==> src/rtl/ttd_defs.svh <==
// transient threshold/debounce: register offsets, field positions, resets
// assumes inclusion by rtl/ttd_transient_detect.sv; rtl/ttd_pkg.sv does not include it
`ifndef TTD_DEFS_SVH
`define TTD_DEFS_SVH

// register offsets
`define TTD_CFG_ADDR        8'h1d
`define TTD_SRC_ADDR        8'h1e
`define TTD_THS_ADDR        8'h1f
`define TTD_CNT_ADDR        8'h20

// configuration register fields
`define TTD_CFG_BYPASS      0
`define TTD_CFG_XEN         1
`define TTD_CFG_ZEN         3
`define TTD_CFG_LATCH       4

// source register fields
`define TTD_SRC_XPOL        0
`define TTD_SRC_XEVT        1
`define TTD_SRC_ACTIVE      6

// threshold register fields
`define TTD_THS_MODE        7
`define TTD_THS_MSB         6

// reset values
`define TTD_CFG_RESET       8'h00
`define TTD_THS_RESET       8'h00
`define TTD_CNT_RESET       8'h00

// debounce step as log2 of multiples of 1.25 ms
`define TTD_FLOOR_NORMAL    4'h4
`define TTD_FLOOR_LOWNOISE  4'h6
`define TTD_FLOOR_HIGH_RESOLUTION_MODE   4'h1
`define TTD_FLOOR_LOWPOWER  4'h7
`define TTD_PERIOD_12HZ5    4'h6
`define TTD_PERIOD_6HZ25    4'h7
`define TTD_PERIOD_1HZ56    4'h9
`define TTD_CNT_MAX         9'h0ff

`endif

==> src/rtl/ttd_pkg.sv <==
// transient threshold/debounce: shared types
// assumes ttd_defs.svh holds all numeric constants
package ttd_pkg;

   // active oversampling mode
   typedef enum logic [1:0] {
      MODE_NORMAL,
      MODE_LOW_NOISE_LOW_POWER,
      MODE_HIGH_RESOLUTION,
      MODE_LOW_POWER
   } ttd_mode_type;

   // output sample rate code: 0 = 800 Hz ... 7 = 1.56 Hz, halving per step except 4 to 5 and 6 to 7, which quarter
   typedef logic [2:0] ttd_rate_type;

   // one sample, three signed axes at 0.063 g per lsb over +/-8 g
   typedef struct packed {
      logic signed [7:0] zAxis;
      logic signed [7:0] yAxis;
      logic signed [7:0] xAxis;
   } ttd_sample_type;

   // register access request from the serial port logic
   typedef struct packed {
      logic       wrEn;
      logic       rdEn;
      logic [7:0] addr;
      logic [7:0] wrData;
   } ttd_reg_req_type;

   // whole state of the detector
   typedef struct packed {
      logic [7:0] cfg_r;
      logic [7:0] ths_r;
      logic [7:0] cnt_r;
      logic [7:0] src_r;
      logic [7:0] debounce_r;
      logic [7:0] rdData_r;
   } ttd_state_type;

endpackage : ttd_pkg

==> src/rtl/ttd_transient_detect.sv <==
// transient threshold and debounce stage with its four registers
// assumes samples and register requests arrive on ref_clk, one-cycle strobes
//
// Overview of operation
// - mode bit clear: counter steps up on qualifying samples, down otherwise.
// - mode bit set: counter steps up on qualifying samples, clears otherwise.
// - seven-bit threshold in low bits, always applied on the +/-8 g scale.
// - event declared once counter reaches programmed count of exceeding steps.
// - eight-bit read/write count register, resets to zero.
// - counter advances once per debounce time step.
// - step equals sample period, capped at a per-mode floor.
// - exceeding enabled axis raises its flag, polarity and the interrupt.
// - bypass bit feeds unfiltered data to the comparison.
// - with latching, flags freeze once active; source read clears all.
// - each axis assessed only when its enable is set; enables reset off.
`timescale 1ns/1ps
`include "ttd_defs.svh"

module ttd_transient_detect (
   input  wire logic                     ref_clk,
   input  wire logic                     reset,
   input  wire ttd_pkg::ttd_reg_req_type regReq,
   output logic [7:0]                    regRdData,
   input  wire logic                     sampleValid,
   input  wire ttd_pkg::ttd_sample_type  filteredSample,
   input  wire ttd_pkg::ttd_sample_type  rawSample,
   input  wire ttd_pkg::ttd_rate_type    outputSampleRate,
   input  wire ttd_pkg::ttd_mode_type    oversampleMode,
   output logic                          transientIrq,
   output logic [7:0]                    debounceLevel
);
   import ttd_pkg::*;

   ttd_state_type  state_r;
   ttd_state_type  state_nxt;
   ttd_sample_type useSample;
   logic [2:0]     axisOver;
   logic [2:0]     axisNeg;
   logic           qualify;
   logic [3:0]     periodExp;
   logic [3:0]     floorExp;
   logic [3:0]     stepShift;
   logic [8:0]     stepInc;
   logic [8:0]     upSum;
   logic [7:0]     upCount;
   logic [7:0]     downCount;
   logic           fire;
   logic           readSrc;

   // ------------------------------------------------------------------
   // threshold comparison
   // ------------------------------------------------------------------
   // data path choice
   assign useSample = state_r.cfg_r[`TTD_CFG_BYPASS] ? rawSample
                                                     : filteredSample;

   // magnitude is unsigned 8 bits so -128 compares as 128, no overflow
   always_comb
   begin
      logic signed [7:0] axisVal;
      logic [7:0]        axisMag;
      axisVal  = 8'sh00;
      axisMag  = 8'h00;
      axisOver = 3'h0;
      axisNeg  = 3'h0;
      for (int i = 0; i < 3; i++)
      begin
         axisVal = useSample[i*8 +: 8];
         axisMag = axisVal[7] ? 8'(-axisVal) : 8'(axisVal);
         axisNeg[i]  = axisVal[7];
         axisOver[i] = state_r.cfg_r[`TTD_CFG_XEN + i]
                       && (axisMag >
                           {1'b0, state_r.ths_r[`TTD_THS_MSB:0]});
      end
   end

   assign qualify = |axisOver;

   // ------------------------------------------------------------------
   // debounce step length
   // ------------------------------------------------------------------
   // every sample period and floor is 1.25 ms times a power of two, so a
   // step shorter than the sample period becomes a wider increment
   always_comb
   begin
      unique case (outputSampleRate)
         3'h5:    periodExp = `TTD_PERIOD_12HZ5;
         3'h6:    periodExp = `TTD_PERIOD_6HZ25;
         3'h7:    periodExp = `TTD_PERIOD_1HZ56;
         default: periodExp = {1'b0, outputSampleRate};
      endcase
      unique case (oversampleMode)
         MODE_NORMAL:              floorExp = `TTD_FLOOR_NORMAL;
         MODE_LOW_NOISE_LOW_POWER: floorExp = `TTD_FLOOR_LOWNOISE;
         MODE_HIGH_RESOLUTION:     floorExp = `TTD_FLOOR_HIGH_RESOLUTION_MODE;
         MODE_LOW_POWER:           floorExp = `TTD_FLOOR_LOWPOWER;
      endcase
      stepShift = (periodExp > floorExp) ? 4'(periodExp - floorExp)
                                         : 4'h0;
   end

   assign stepInc   = 9'h001 << stepShift;
   assign upSum     = {1'b0, state_r.debounce_r} + stepInc;
   assign upCount   = (upSum > `TTD_CNT_MAX) ? 8'hff : upSum[7:0];
   assign downCount = ({1'b0, state_r.debounce_r} > stepInc)
                      ? 8'(state_r.debounce_r - stepInc[7:0]) : 8'h00;
   assign fire      = sampleValid && qualify
                      && (upCount >= state_r.cnt_r);
   assign readSrc   = regReq.rdEn && (regReq.addr == `TTD_SRC_ADDR);

   // ------------------------------------------------------------------
   // next state
   // ------------------------------------------------------------------
   always_comb
   begin
      state_nxt = state_r;

      if (regReq.wrEn)
      begin
         unique case (regReq.addr)
            `TTD_CFG_ADDR: state_nxt.cfg_r = regReq.wrData;
            `TTD_THS_ADDR: state_nxt.ths_r = regReq.wrData;
            `TTD_CNT_ADDR: state_nxt.cnt_r = regReq.wrData;
            default:       state_nxt.cfg_r = state_r.cfg_r;
         endcase
      end

      if (regReq.rdEn)
      begin
         unique case (regReq.addr)
            `TTD_CFG_ADDR: state_nxt.rdData_r = state_r.cfg_r;
            `TTD_SRC_ADDR: state_nxt.rdData_r = state_r.src_r;
            `TTD_THS_ADDR: state_nxt.rdData_r = state_r.ths_r;
            `TTD_CNT_ADDR: state_nxt.rdData_r = state_r.cnt_r;
            default:       state_nxt.rdData_r = 8'h00;
         endcase
      end

      // reading the source clears it; a same-cycle event below still wins
      if (readSrc)
         state_nxt.src_r = 8'h00;

      if (sampleValid)
      begin
         if (qualify)
            state_nxt.debounce_r = upCount;
         else if (state_r.ths_r[`TTD_THS_MODE])
            state_nxt.debounce_r = 8'h00;
         else
            state_nxt.debounce_r = downCount;

         if (state_r.cfg_r[`TTD_CFG_LATCH]
             && state_r.src_r[`TTD_SRC_ACTIVE] && !readSrc)
            state_nxt.src_r = state_r.src_r;
         else if (fire)
         begin
            state_nxt.src_r = 8'h00;
            state_nxt.src_r[`TTD_SRC_ACTIVE] = 1'b1;
            for (int i = 0; i < 3; i++)
            begin
               state_nxt.src_r[`TTD_SRC_XEVT + 2*i] = axisOver[i];
               state_nxt.src_r[`TTD_SRC_XPOL + 2*i] = axisOver[i]
                                                      && axisNeg[i];
            end
         end
         else if (!state_r.cfg_r[`TTD_CFG_LATCH])
            state_nxt.src_r = 8'h00;
      end
   end

   // ------------------------------------------------------------------
   // state register
   // ------------------------------------------------------------------
   always_ff @(posedge ref_clk)
   begin
      if (reset)
      begin
         state_r.cfg_r      <= `TTD_CFG_RESET;
         state_r.ths_r      <= `TTD_THS_RESET;
         state_r.cnt_r      <= `TTD_CNT_RESET;
         state_r.src_r      <= 8'h00;
         state_r.debounce_r <= 8'h00;
         state_r.rdData_r   <= 8'h00;
      end
      else
         state_r <= state_nxt;
   end

   assign regRdData     = state_r.rdData_r;
   assign transientIrq  = state_r.src_r[`TTD_SRC_ACTIVE];
   assign debounceLevel = state_r.debounce_r;
endmodule : ttd_transient_detect

==> config.mk <==
export PLATFORM = sky130hd
export DESIGN_NAME = ttd_transient_detect
export DESIGN_NICKNAME = d
export VERILOG_FILES = /design/src/rtl/ttd_pkg.sv /design/src/rtl/ttd_transient_detect.sv
export VERILOG_INCLUDE_DIRS = /design/src /design/src/rtl
export SDC_FILE = /design/constraint.sdc
export NUM_CORES = 1
export LEC_CHECK = 0
export BUFFER_PORTS_ARGS = -buffer_cell sky130_fd_sc_hd__buf_4
export CORE_ASPECT_RATIO = 1.75
export CORE_MARGIN = 4
export CORE_UTILIZATION = 35
export DETAILED_ROUTE_END_ITERATION = 7
export GPL_TIMING_DRIVEN = 1
export HOLD_SLACK_MARGIN = 0.08
export SLEW_MARGIN = 10
export SYNTH_ARGS = -nofsm -noshare
export SYNTH_HDL_FRONTEND = slang
export SYNTH_SLANG_ARGS = --single-unit
==> constraint.sdc <==
create_clock -name ref_clk -period 8.25 [get_ports ref_clk]
set_input_delay 1.2375 -clock ref_clk [delete_from_list [all_inputs] [get_ports ref_clk]]
set_output_delay 1.2375 -clock ref_clk [all_outputs]
set_load 0.02 [all_outputs]
==> flow_metrics.env, run 1 <==
export IMPL_min_from="state_r[23]"
export IMPL_hold_buffers=0
export IMPL_fin_tns_setup_ns=0
export IMPL_nNetsFinal=822
export IMPL_syn_inst=640
export IMPL_num_fill_cells=1455
export IMPL_finalCriticalPeriod_ns=6.670
export IMPL_yosysMostFrequentCell="nor2_1"
export IMPL_drc=0
export IMPL_wl_per_cell_um=16.78
export IMPL_antenna_found_initial=0
export IMPL_core_um2=14300
export IMPL_synth_mux_area_frac=0.08639
export IMPL_slew_headroom=0.5370
export IMPL_startpoint_type="primary input"
export IMPL_drv_slew=0
export IMPL_drt_iter0_markers=159
export IMPL_yosysTopAreaCellShare=0.1890
export IMPL_cts_root_buf="clkbuf_16"
export IMPL_drive_gt1_frac=0.1916
export IMPL_rsz0062_at_grt="false"
export IMPL_area_growth_synth_to_final_pct=15.48
export IMPL_antenna_cells=0
export IMPL_synthFlopType="dfxtp_1"
export IMPL_rows=58
export IMPL_yosysWarnings=0
export IMPL_fin_crit_sh=0.8085
export IMPL_hold_depth=2
export IMPL_dieWidth_um=99.11
export IMPL_leakage_nw=2.447
export IMPL_cp_slowest_cell="fa_1"
export IMPL_grt_use_total=0.1743
export IMPL_finalClockSkew_ns=0.002889
export IMPL_grt_max_degree=62
export IMPL_ys_seq_area_frac=0.1890
export IMPL_r2r_end="state_r[21]"
export IMPL_finalSetupViolCount=0
export IMPL_hold_class="register to register"
export IMPL_r2r_slack_ns=4.20
export IMPL_hpwl_mm=12.18
export IMPL_worst_pin_slew_ns=0.6945
export IMPL_syn_nets=768
export IMPL_synth_simple_gate_area_frac=0.2289
export IMPL_grt_pass1_vias=4814
export IMPL_die_area_um2=16590
export IMPL_grt_pass1_wl_mm=23.54
export IMPL_synth_top_family_by_area="simple AND/OR/NAND/NOR gates"
export IMPL_end_kind="register"
export IMPL_synth_fa_ha_area_frac=0.1373
export IMPL_cts_tree="built"
export IMPL_crit_type="primary input to register"
export IMPL_async_flop_share=0
export IMPL_post_route_util=0.4106
export IMPL_cts_sinks=48
export IMPL_drv_cap=0
export IMPL_h_tree_depth=2
export IMPL_synth_largest_area_cell="dfxtp_1"
export IMPL_synth_avg_cell_area_um2=7.943
export IMPL_r2r_cells=15
export IMPL_ys_types=75
export IMPL_clk_insertion_delay_late_ns=0.29
export IMPL_reg2reg_from="debounceLevel[2]"
export IMPL_path_max_fanout=14
export IMPL_ctsResizeCount=0
export IMPL_die_h_um=167.4
export IMPL_ir_worst_vdd_mv=0.08402
export IMPL_clock_path_buffers=2
export IMPL_crit_start="outputSampleRate[2]"
export IMPL_seq_area_um2=962.2
export IMPL_final_antenna_net_count=0
export IMPL_ys_top_cells_by_area="dfxtp_1 (19%), ha_1 (13%), mux2i_1 (8.1%)"
export IMPL_crit_required_ns=8.43
export IMPL_clkTransAtPathRegs_ns=0.06
export IMPL_drt_total_wl_mm=14.67
export IMPL_syn_area_um2=5084
export IMPL_port_buffers=90
export IMPL_cts_setup_buffers=0
export IMPL_vias=4785
export IMPL_status="completed"
export IMPL_cts_inserted_buffers=5
export IMPL_start_util=0.3556
export IMPL_grt_overflow=0
export IMPL_synthXorXnorAreaFrac=0.06522
export IMPL_multiInputGateArea_um2=3697
export IMPL_min_to="state_r[23]"
export IMPL_p_per_area_nw_per_um2=140.3
export IMPL_drt_pass1_iterations=4
export IMPL_gp_congestion=0.8818
export IMPL_synth_compound_area_share=0.2082
export IMPL_slowest_delay_ns=0.48
export IMPL_hold_viol=0
export IMPL_worst_ep_arrival_time_ns=6.85
export IMPL_io_pins=91
export IMPL_ys_seq_elements=48
export IMPL_viasPerCell=5.475
export IMPL_fmax_mhz=149.9
export IMPL_synthTopCellsByCount="nor2_1 (62), ha_1 (51), nand2_1 (51)"
export IMPL_synth_edf_count=0
power by group:
group	internal, mW	switching [mW]
sequential	0.239	0.0110
combinational	0.159	0.199
clock	0.127	0.0872
total	0.526	0.298
critical path, delay by kind of cell:
| kind | cells | cell delay (ns) |
|---|---|---|
| xor gates and xnor gates | 2 | 0.70 |
| and+or+nand+nor | 10 | 1.71 |
| muxes | 1 | 0.31 |
| buffers and inverters | 2 | 0.19 |
| AOI/OAI and AO/OA | 7 | 1.44 |
| adders and majority gates | 3 | 1.24 |
cells in the final DEF, fill, tap and decap left out, types with 8 or more instances in the layout:
cell type and instances:
a21o_1 9, a21oi_1 40, a22oi_1 9, buf_4 93
dfxtp_1 47, ha_1 51, inv_1 36, mux2i_1 41
nand2_1 51, nand2b_1 13, nand3_1 29, nand4_1 8
nor2_1 62, nor2b_1 16, nor3_1 15, o21ai_0 33
or3_1 8, xnor2_1 17, xor2_1 19
layer usage:
metal | share of wire | track usage | wire length, µm
met1 | 0.36 | 0.1720 | 5272
met2 | 0.57 | 0.3489 | 8359
met3 | 0.032 | 0.01917 | 476
met4 | 0.038 | 0.07967 | 560
met5 | 0 | 0 | 0
per-stage QoR:
step | instance area, µm² | cells | setup slack (ns) | hold WS, ns | total power, mW
after CTS | 5871 | 874 | 1.571 | 0.4766 | 0.8274
final | 5871 | 874 | 1.580 | 0.4789 | 0.8237
after detailed placement | 5718 | 867 | 1.277 | 0.4678 | 0.6147
after global routing | 5871 | 874 | 0.9704 | 0.5014 | 0.8788
after floorplan | 5084 | 640 | 2.158 | 0.4101 | 0.5133
after global placement | 5718 | 867 | 1.615 | 0.4661 | 0.6049
kinds of logic after synthesis:
family,Yosys count
AND/OR/NAND/NOR,229
AO/OA/AOI/OAI,147
buffers and inverters,82
adder cells (fa/ha/maj),54
flip-flops,48
multiplexers,43
XOR/XNOR,37
how the worst max path moves through the flow:
stage                              to  slack [ns]  depth (start not counted)
final                     state_r[21]        1.58                         25
after global routing      state_r[20]        0.97                         25
after CTS                 state_r[21]        1.57                         25
after detailed placement  state_r[21]        1.28                         25
after global placement    state_r[20]        1.62                         24
after floorplan           state_r[21]        2.16                         25
layout make-up:
type	count	area share
clock buffers	7	0.02600
inverters	36	0.02302
multi-input cells	510	0.6298
flip-flops and latches	48	0.1639
well taps	180	0.03836
repair buffers	93	0.1189
sequential cells by signal, summed over array words and instances, names as in the netlist:
register	cells
transientIrq	1
regRdData	8
debounceLevel	8
state_r	31
Note: power is estimated with default switching activity, not from simulation.
==> run 2: changes to the inputs <==
- clock period: 8.25 -> 5.7 ns (I/O delays scaled with it)
==> flow_metrics.env, run 2 (synthesis gave the netlist of run 1 again) <==
export IMPL_nNetsFinal=849
export IMPL_r2r_end="debounceLevel[0]"
export IMPL_p_per_area_nw_per_um2=205.1
export IMPL_io_pins=91
export IMPL_cp_slowest_cell="a2111o_1"
export IMPL_grt_pass1_wl_mm=23.52
export IMPL_rows=58
export IMPL_vias=4834
export IMPL_grt_max_degree=48
export IMPL_startpoint_type="primary input"
export IMPL_clk_insertion_delay_late_ns=0.29
export IMPL_cts_root_buf="clkbuf_16"
export IMPL_crit_required_ns=5.89
export IMPL_finalSetupViolCount=0
export IMPL_power_frac_comb=0.448
export IMPL_hold_depth=2
export IMPL_worst_pin_slew_ns=0.7817
export IMPL_crit_family="compound AO/OA/AOI/OAI gates"
export IMPL_fin_crit_sh=0.9351
export IMPL_r2r_slack_ns=1.65
export IMPL_path_max_fanout=6
export IMPL_largest_register="state_r"
export IMPL_drt_pass1_iterations=4
export IMPL_die_area_um2=16590
export IMPL_start_util=0.3556
export IMPL_hold_viol=0
export IMPL_die_h_um=167.4
export IMPL_wl_per_cell_um=16.40
export IMPL_slowest_delay_ns=0.38
export IMPL_cpMostUsedCell="nand2b_4"
export IMPL_cts_sinks=48
export IMPL_area_growth_synth_to_final_pct=21.22
export IMPL_num_fill_cells=1452
export IMPL_finalCriticalPeriod_ns=5.330
export IMPL_end_kind="register"
export IMPL_mostFrequentLayoutCells="buf_4 (120), nor2_1 (62), nand2_1 (51), ha_1 (49), dfxtp_1 (47)"
export IMPL_r2r_cells=15
export IMPL_min_from="state_r[25]"
export IMPL_hold_buffers=0
export IMPL_largest_register_ffs=31
export IMPL_antenna_cells=0
export IMPL_slew_headroom=0.4789
export IMPL_clkTransAtPathRegs_ns=0.06
export IMPL_fin_tns_setup_ns=0
export IMPL_min_to="state_r[25]"
export IMPL_drt_total_wl_mm=14.79
export IMPL_worst_path_buf_inv=2
export IMPL_core_um2=14300
export IMPL_final_common_cell="buf_4"
export IMPL_ir_worst_vdd_mv=0.1277
export IMPL_drive_gt1_frac=0.2382
export IMPL_reg2reg_from="state_r[40]"
export IMPL_h_tree_depth=2
export IMPL_cts_inserted_buffers=5
export IMPL_p_total_mw=1.264
export IMPL_hpwl_mm=12.30
export IMPL_status="completed"
export IMPL_finalClockSkew_ns=0.006368
export IMPL_crit_type="primary input to register"
export IMPL_drt_iter0_markers=189
export IMPL_clockPowerShare=0.265
export IMPL_leakage_nw=2.618
export IMPL_drv_cap=0
export IMPL_p_int_mw=0.8222
export IMPL_clock_path_buffers=2
export IMPL_final_antenna_net_count=0
export IMPL_antenna_found_initial=0
export IMPL_grt_pass1_vias=4887
export IMPL_drv_slew=0
export IMPL_viasPerCell=5.359
export IMPL_dieWidth_um=99.11
export IMPL_p_sw_frac=0.3494
export IMPL_port_buffers=90
export IMPL_drc=0
export IMPL_cts_tree="built"
export IMPL_hold_class="register to register"
export IMPL_grt_overflow=0
export IMPL_sequentialPowerShare=0.287
export IMPL_grt_use_total=0.1741
export IMPL_switchingPower_mw=0.4416
export IMPL_fmax_mhz=187.6
export IMPL_gp_congestion=0.8784
export IMPL_worst_ep_arrival_time_ns=5.52
[run 2: cell types whose count changed in the layout (fill, tap and decap cells not counted), sizes merged]
cell / change
buf: +27
bufinv: +1
clkbuf: -1
clkinv: +1
[run 2: stage by stage]
step	utilization	cell area [µm²]	worst slack (ns)	hold slack, ns	instances
floorplan	-	5086	0.02088	0.4101	640
global placement	0.4131	5906	-0.08783	0.4660	892
detailed placement	0.4131	5906	-0.2513	0.4672	892
CTS	0.4246	6070	0.03540	0.4746	900
global route	0.4310	6162	-0.02196	0.4883	902
finish	0.4310	6162	0.3699	0.4728	902
[run 2: area by class of cell]
type | instances | area [µm²] | share of cell area
flip-flops and latches | 48 | 962.2 | 0.1561
clock buffers | 6 | 128.9 | 0.02091
multi-input cells | 510 | 3775 | 0.6126
repair buffers | 120 | 900.9 | 0.1462
well taps | 180 | 225.2 | 0.03655
clock inverters | 2 | 35.03 | 0.005685
inverters | 36 | 135.1 | 0.02193
[run 2: repair_timing]
item | 4_1_cts | 5_1_grt
buffers inserted | 0 | 2
gates resized for setup | 0 | 16
endpoints found under the setup margin | 0 | 8
[run 2: per-layer routing]
metal | track usage | part of all wire
met1 | 0.1656 | 0.34
met2 | 0.3615 | 0.60
met3 | 0.02293 | 0.037
met4 | 0.06243 | 0.018
met5 | 0 | 0
[run 2: worst max-delay path by stage]
stage,slack [ns],from,cells after the start,to
final,0.37,outputSampleRate[2],25,state_r[20]
after global routing,-0.02,outputSampleRate[2],26,state_r[17]
after floorplan,0.02,outputSampleRate[2],25,state_r[21]
after global placement,-0.09,outputSampleRate[2],25,state_r[20]
after detailed placement,-0.25,outputSampleRate[2],25,state_r[20]
after CTS,0.04,outputSampleRate[2],24,state_r[20]
[run 2: worst register-to-register path: stages (launching register included)]
cell	delay, ns
dfxtp_2	0.83
buf_4	0.46
or2b_1	0.32
o32ai_4	0.13
nand3_1	0.15
nand2_1	0.10
xor2_1	0.15
mux2i_1	0.10
ha_1	0.31
nand4_1	0.11
a21oi_1	0.16
nor3_1	0.07
o22a_1	0.24
nand2_1	0.21
nor3_1	0.09
a2111oi_0	0.46
[run 2: power by group through the flow]
| stage | combinational, mW | sequential (mW) | clock (mW) |
|---|---|---|---|
| after global routing | 0.631 | 0.364 | 0.353 |
| after CTS | 0.551 | 0.363 | 0.342 |
| after global placement | 0.533 | 0.370 | 0 |
| after floorplan | 0.379 | 0.364 | 0 |
| final | 0.567 | 0.362 | 0.335 |
| after detailed placement | 0.548 | 0.370 | 0 |
==> run 3: changes to the inputs <==
- BUFFER_PORTS_ARGS: -buffer_cell sky130_fd_sc_hd__buf_4 -> -buffer_cell sky130_fd_sc_hd__clkbuf_2
==> flow_metrics.env, run 3 (synthesis gave the netlist of run 1 again) <==
export IMPL_slowest_delay_ns=0.34
export IMPL_clk_insertion_delay_late_ns=0.30
export IMPL_drv_cap=0
export IMPL_rows=58
export IMPL_path_max_fanout=8
export IMPL_final_common_cell="clkbuf_2"
export IMPL_grt_pass1_vias=4750
export IMPL_viasPerCell=5.293
export IMPL_grt_pass1_wl_mm=23.07
export IMPL_drc=0
export IMPL_worst_pin_slew_ns=0.6375
export IMPL_reg2reg_from="state_r[40]"
export IMPL_ir_worst_vdd_mv=0.1106
export IMPL_grt_max_degree=48
export IMPL_placed_area_um2=5710
export IMPL_r2r_slack_ns=1.85
export IMPL_leakage_nw=2.598
export IMPL_hold_class="register to register"
export IMPL_clock_path_buffers=2
export IMPL_grt_overflow=0
export IMPL_fin_crit_sh=0.9582
export IMPL_r2r_end="debounceLevel[3]"
export IMPL_cts_tree="built"
export IMPL_power_frac_comb=0.438
export IMPL_dieWidth_um=99.11
export IMPL_gp_congestion=0.8553
export IMPL_mostFrequentLayoutCells="clkbuf_2 (90), nor2_1 (62), nand2_1 (50), ha_1 (49), dfxtp_1 (47)"
export IMPL_end_kind="register"
export IMPL_core_um2=14300
export IMPL_hold_depth=2
export IMPL_die_h_um=167.4
export IMPL_antenna_cells=0
export IMPL_p_sw_frac=0.3562
export IMPL_drt_iter0_markers=190
export IMPL_p_total_mw=1.272
export IMPL_crit_required_ns=5.89
export IMPL_drt_total_wl_mm=14.34
export IMPL_area_growth_synth_to_final_pct=18.26
export IMPL_largest_register="state_r"
export IMPL_sequentialPowerShare=0.284
export IMPL_final_antenna_net_count=0
export IMPL_setup_slack_ns=0.2383
export IMPL_cts_sinks=48
export IMPL_finalClockSkew_ns=0.006622
export IMPL_slew_headroom=0.5750
export IMPL_wl_met2_mm=8.377
export IMPL_finalSetupViolCount=0
export IMPL_die_area_um2=16590
export IMPL_hpwl_mm=11.93
export IMPL_finalCriticalPeriod_ns=5.462
export IMPL_fmax_mhz=183.1
export IMPL_wl_met1_mm=4.864
export IMPL_min_from="state_r[23]"
export IMPL_h_tree_depth=2
export IMPL_drive_gt1_frac=0.2476
export IMPL_port_buffers=90
export IMPL_dp_cells=896
export IMPL_start_util=0.3556
export IMPL_status="completed"
export IMPL_dr_max_layer_used="met4"
export IMPL_hold_viol=0
export IMPL_switchingPower_mw=0.4532
export IMPL_wl_met3_um=493
export IMPL_drt_pass1_iterations=4
export IMPL_cts_inserted_buffers=5
export IMPL_finalInstanceArea_um2=6012
export IMPL_r2r_cells=12
export IMPL_cts_root_buf="clkbuf_16"
export IMPL_p_per_area_nw_per_um2=211.6
export IMPL_fin_cells=907
export IMPL_startpoint_type="primary input"
export IMPL_whs_ns=0.4471
export IMPL_crit_type="primary input to register"
export IMPL_io_pins=91
export IMPL_wl_per_cell_um=15.81
export IMPL_clkTransAtPathRegs_ns=0.07
export IMPL_drv_slew=0
export IMPL_nNetsFinal=854
export IMPL_largest_register_ffs=31
export IMPL_p_int_mw=0.8191
export IMPL_min_to="state_r[23]"
export IMPL_cp_slowest_cell="mux2i_2"
export IMPL_worst_ep_arrival_time_ns=5.65
export IMPL_grt_use_total=0.1716
export IMPL_cpMostUsedCell="nand2_1"
export IMPL_dp_slack_ns=-0.2254
export IMPL_vias=4801
export IMPL_clockPowerShare=0.277
export IMPL_antenna_found_initial=0
-- run 3: per-layer routing --
metal  vias up  GRT usage
met5         -          0
met4         0    0.07134
met3        32    0.02001
met2        91     0.3528
met1      2235     0.1637
li1       2443          -
-- run 3: per-stage QoR --
stage                     utilization   TNS, ns
after floorplan                     -         0
after global placement         0.3994   -0.4270
after global routing           0.4205  -0.09997
after CTS                      0.4119         0
final                          0.4205         0
after detailed placement       0.3994    -1.227
-- run 3: final cells by class --
| cell class | instances | area, µm² |
|---|---|---|
| tap | 180 | 225.2 |
| inverter | 36 | 135.1 |
| multi-input combinational | 510 | 3799 |
| sequential | 48 | 962.2 |
| fill | 1478 | 8284 |
| timing repair buffer | 125 | 713.2 |
| clock buffer | 6 | 138.9 |
| clock inverter | 2 | 38.79 |
-- run 3: power by group through the flow --
stage	registers (mW)	logic, mW	clock network [mW]
after floorplan	0.364	0.379	0
after detailed placement	0.370	0.532	0
after global placement	0.370	0.529	0
after global routing	0.365	0.626	0.367
final	0.362	0.558	0.353
after CTS	0.362	0.535	0.358
-- run 3: worst max-delay path by stage --
stage	from	depth (start not counted)	slack, ns	endpoint
2_1_floorplan	outputSampleRate[2]	25	0.02	state_r[21]
3_3_place_gp	outputSampleRate[2]	25	-0.11	state_r[20]
3_5_place_dp	outputSampleRate[2]	25	-0.23	state_r[21]
4_1_cts	outputSampleRate[2]	25	0.07	state_r[21]
5_1_grt	outputSampleRate[2]	26	-0.03	state_r[20]
6_report	outputSampleRate[2]	26	0.24	state_r[20]
-- run 3: repair_timing --
action | CTS | global route
gates resized for setup | 0 | 17
endpoints found under the setup margin | 0 | 8
hold buffers | 0 | 0
buffers inserted | 0 | 3
-- run 3: critical path, delay by kind of cell --
kind                       cells  cell delay, ns
muxes                          1            0.34
buffers and inverters          4            0.61
xor gates and xnor gates       2            0.47
AOI/OAI and AO/OA              7            1.32
and+or+nand+nor                9            1.19
adders and majority gates      3            0.85
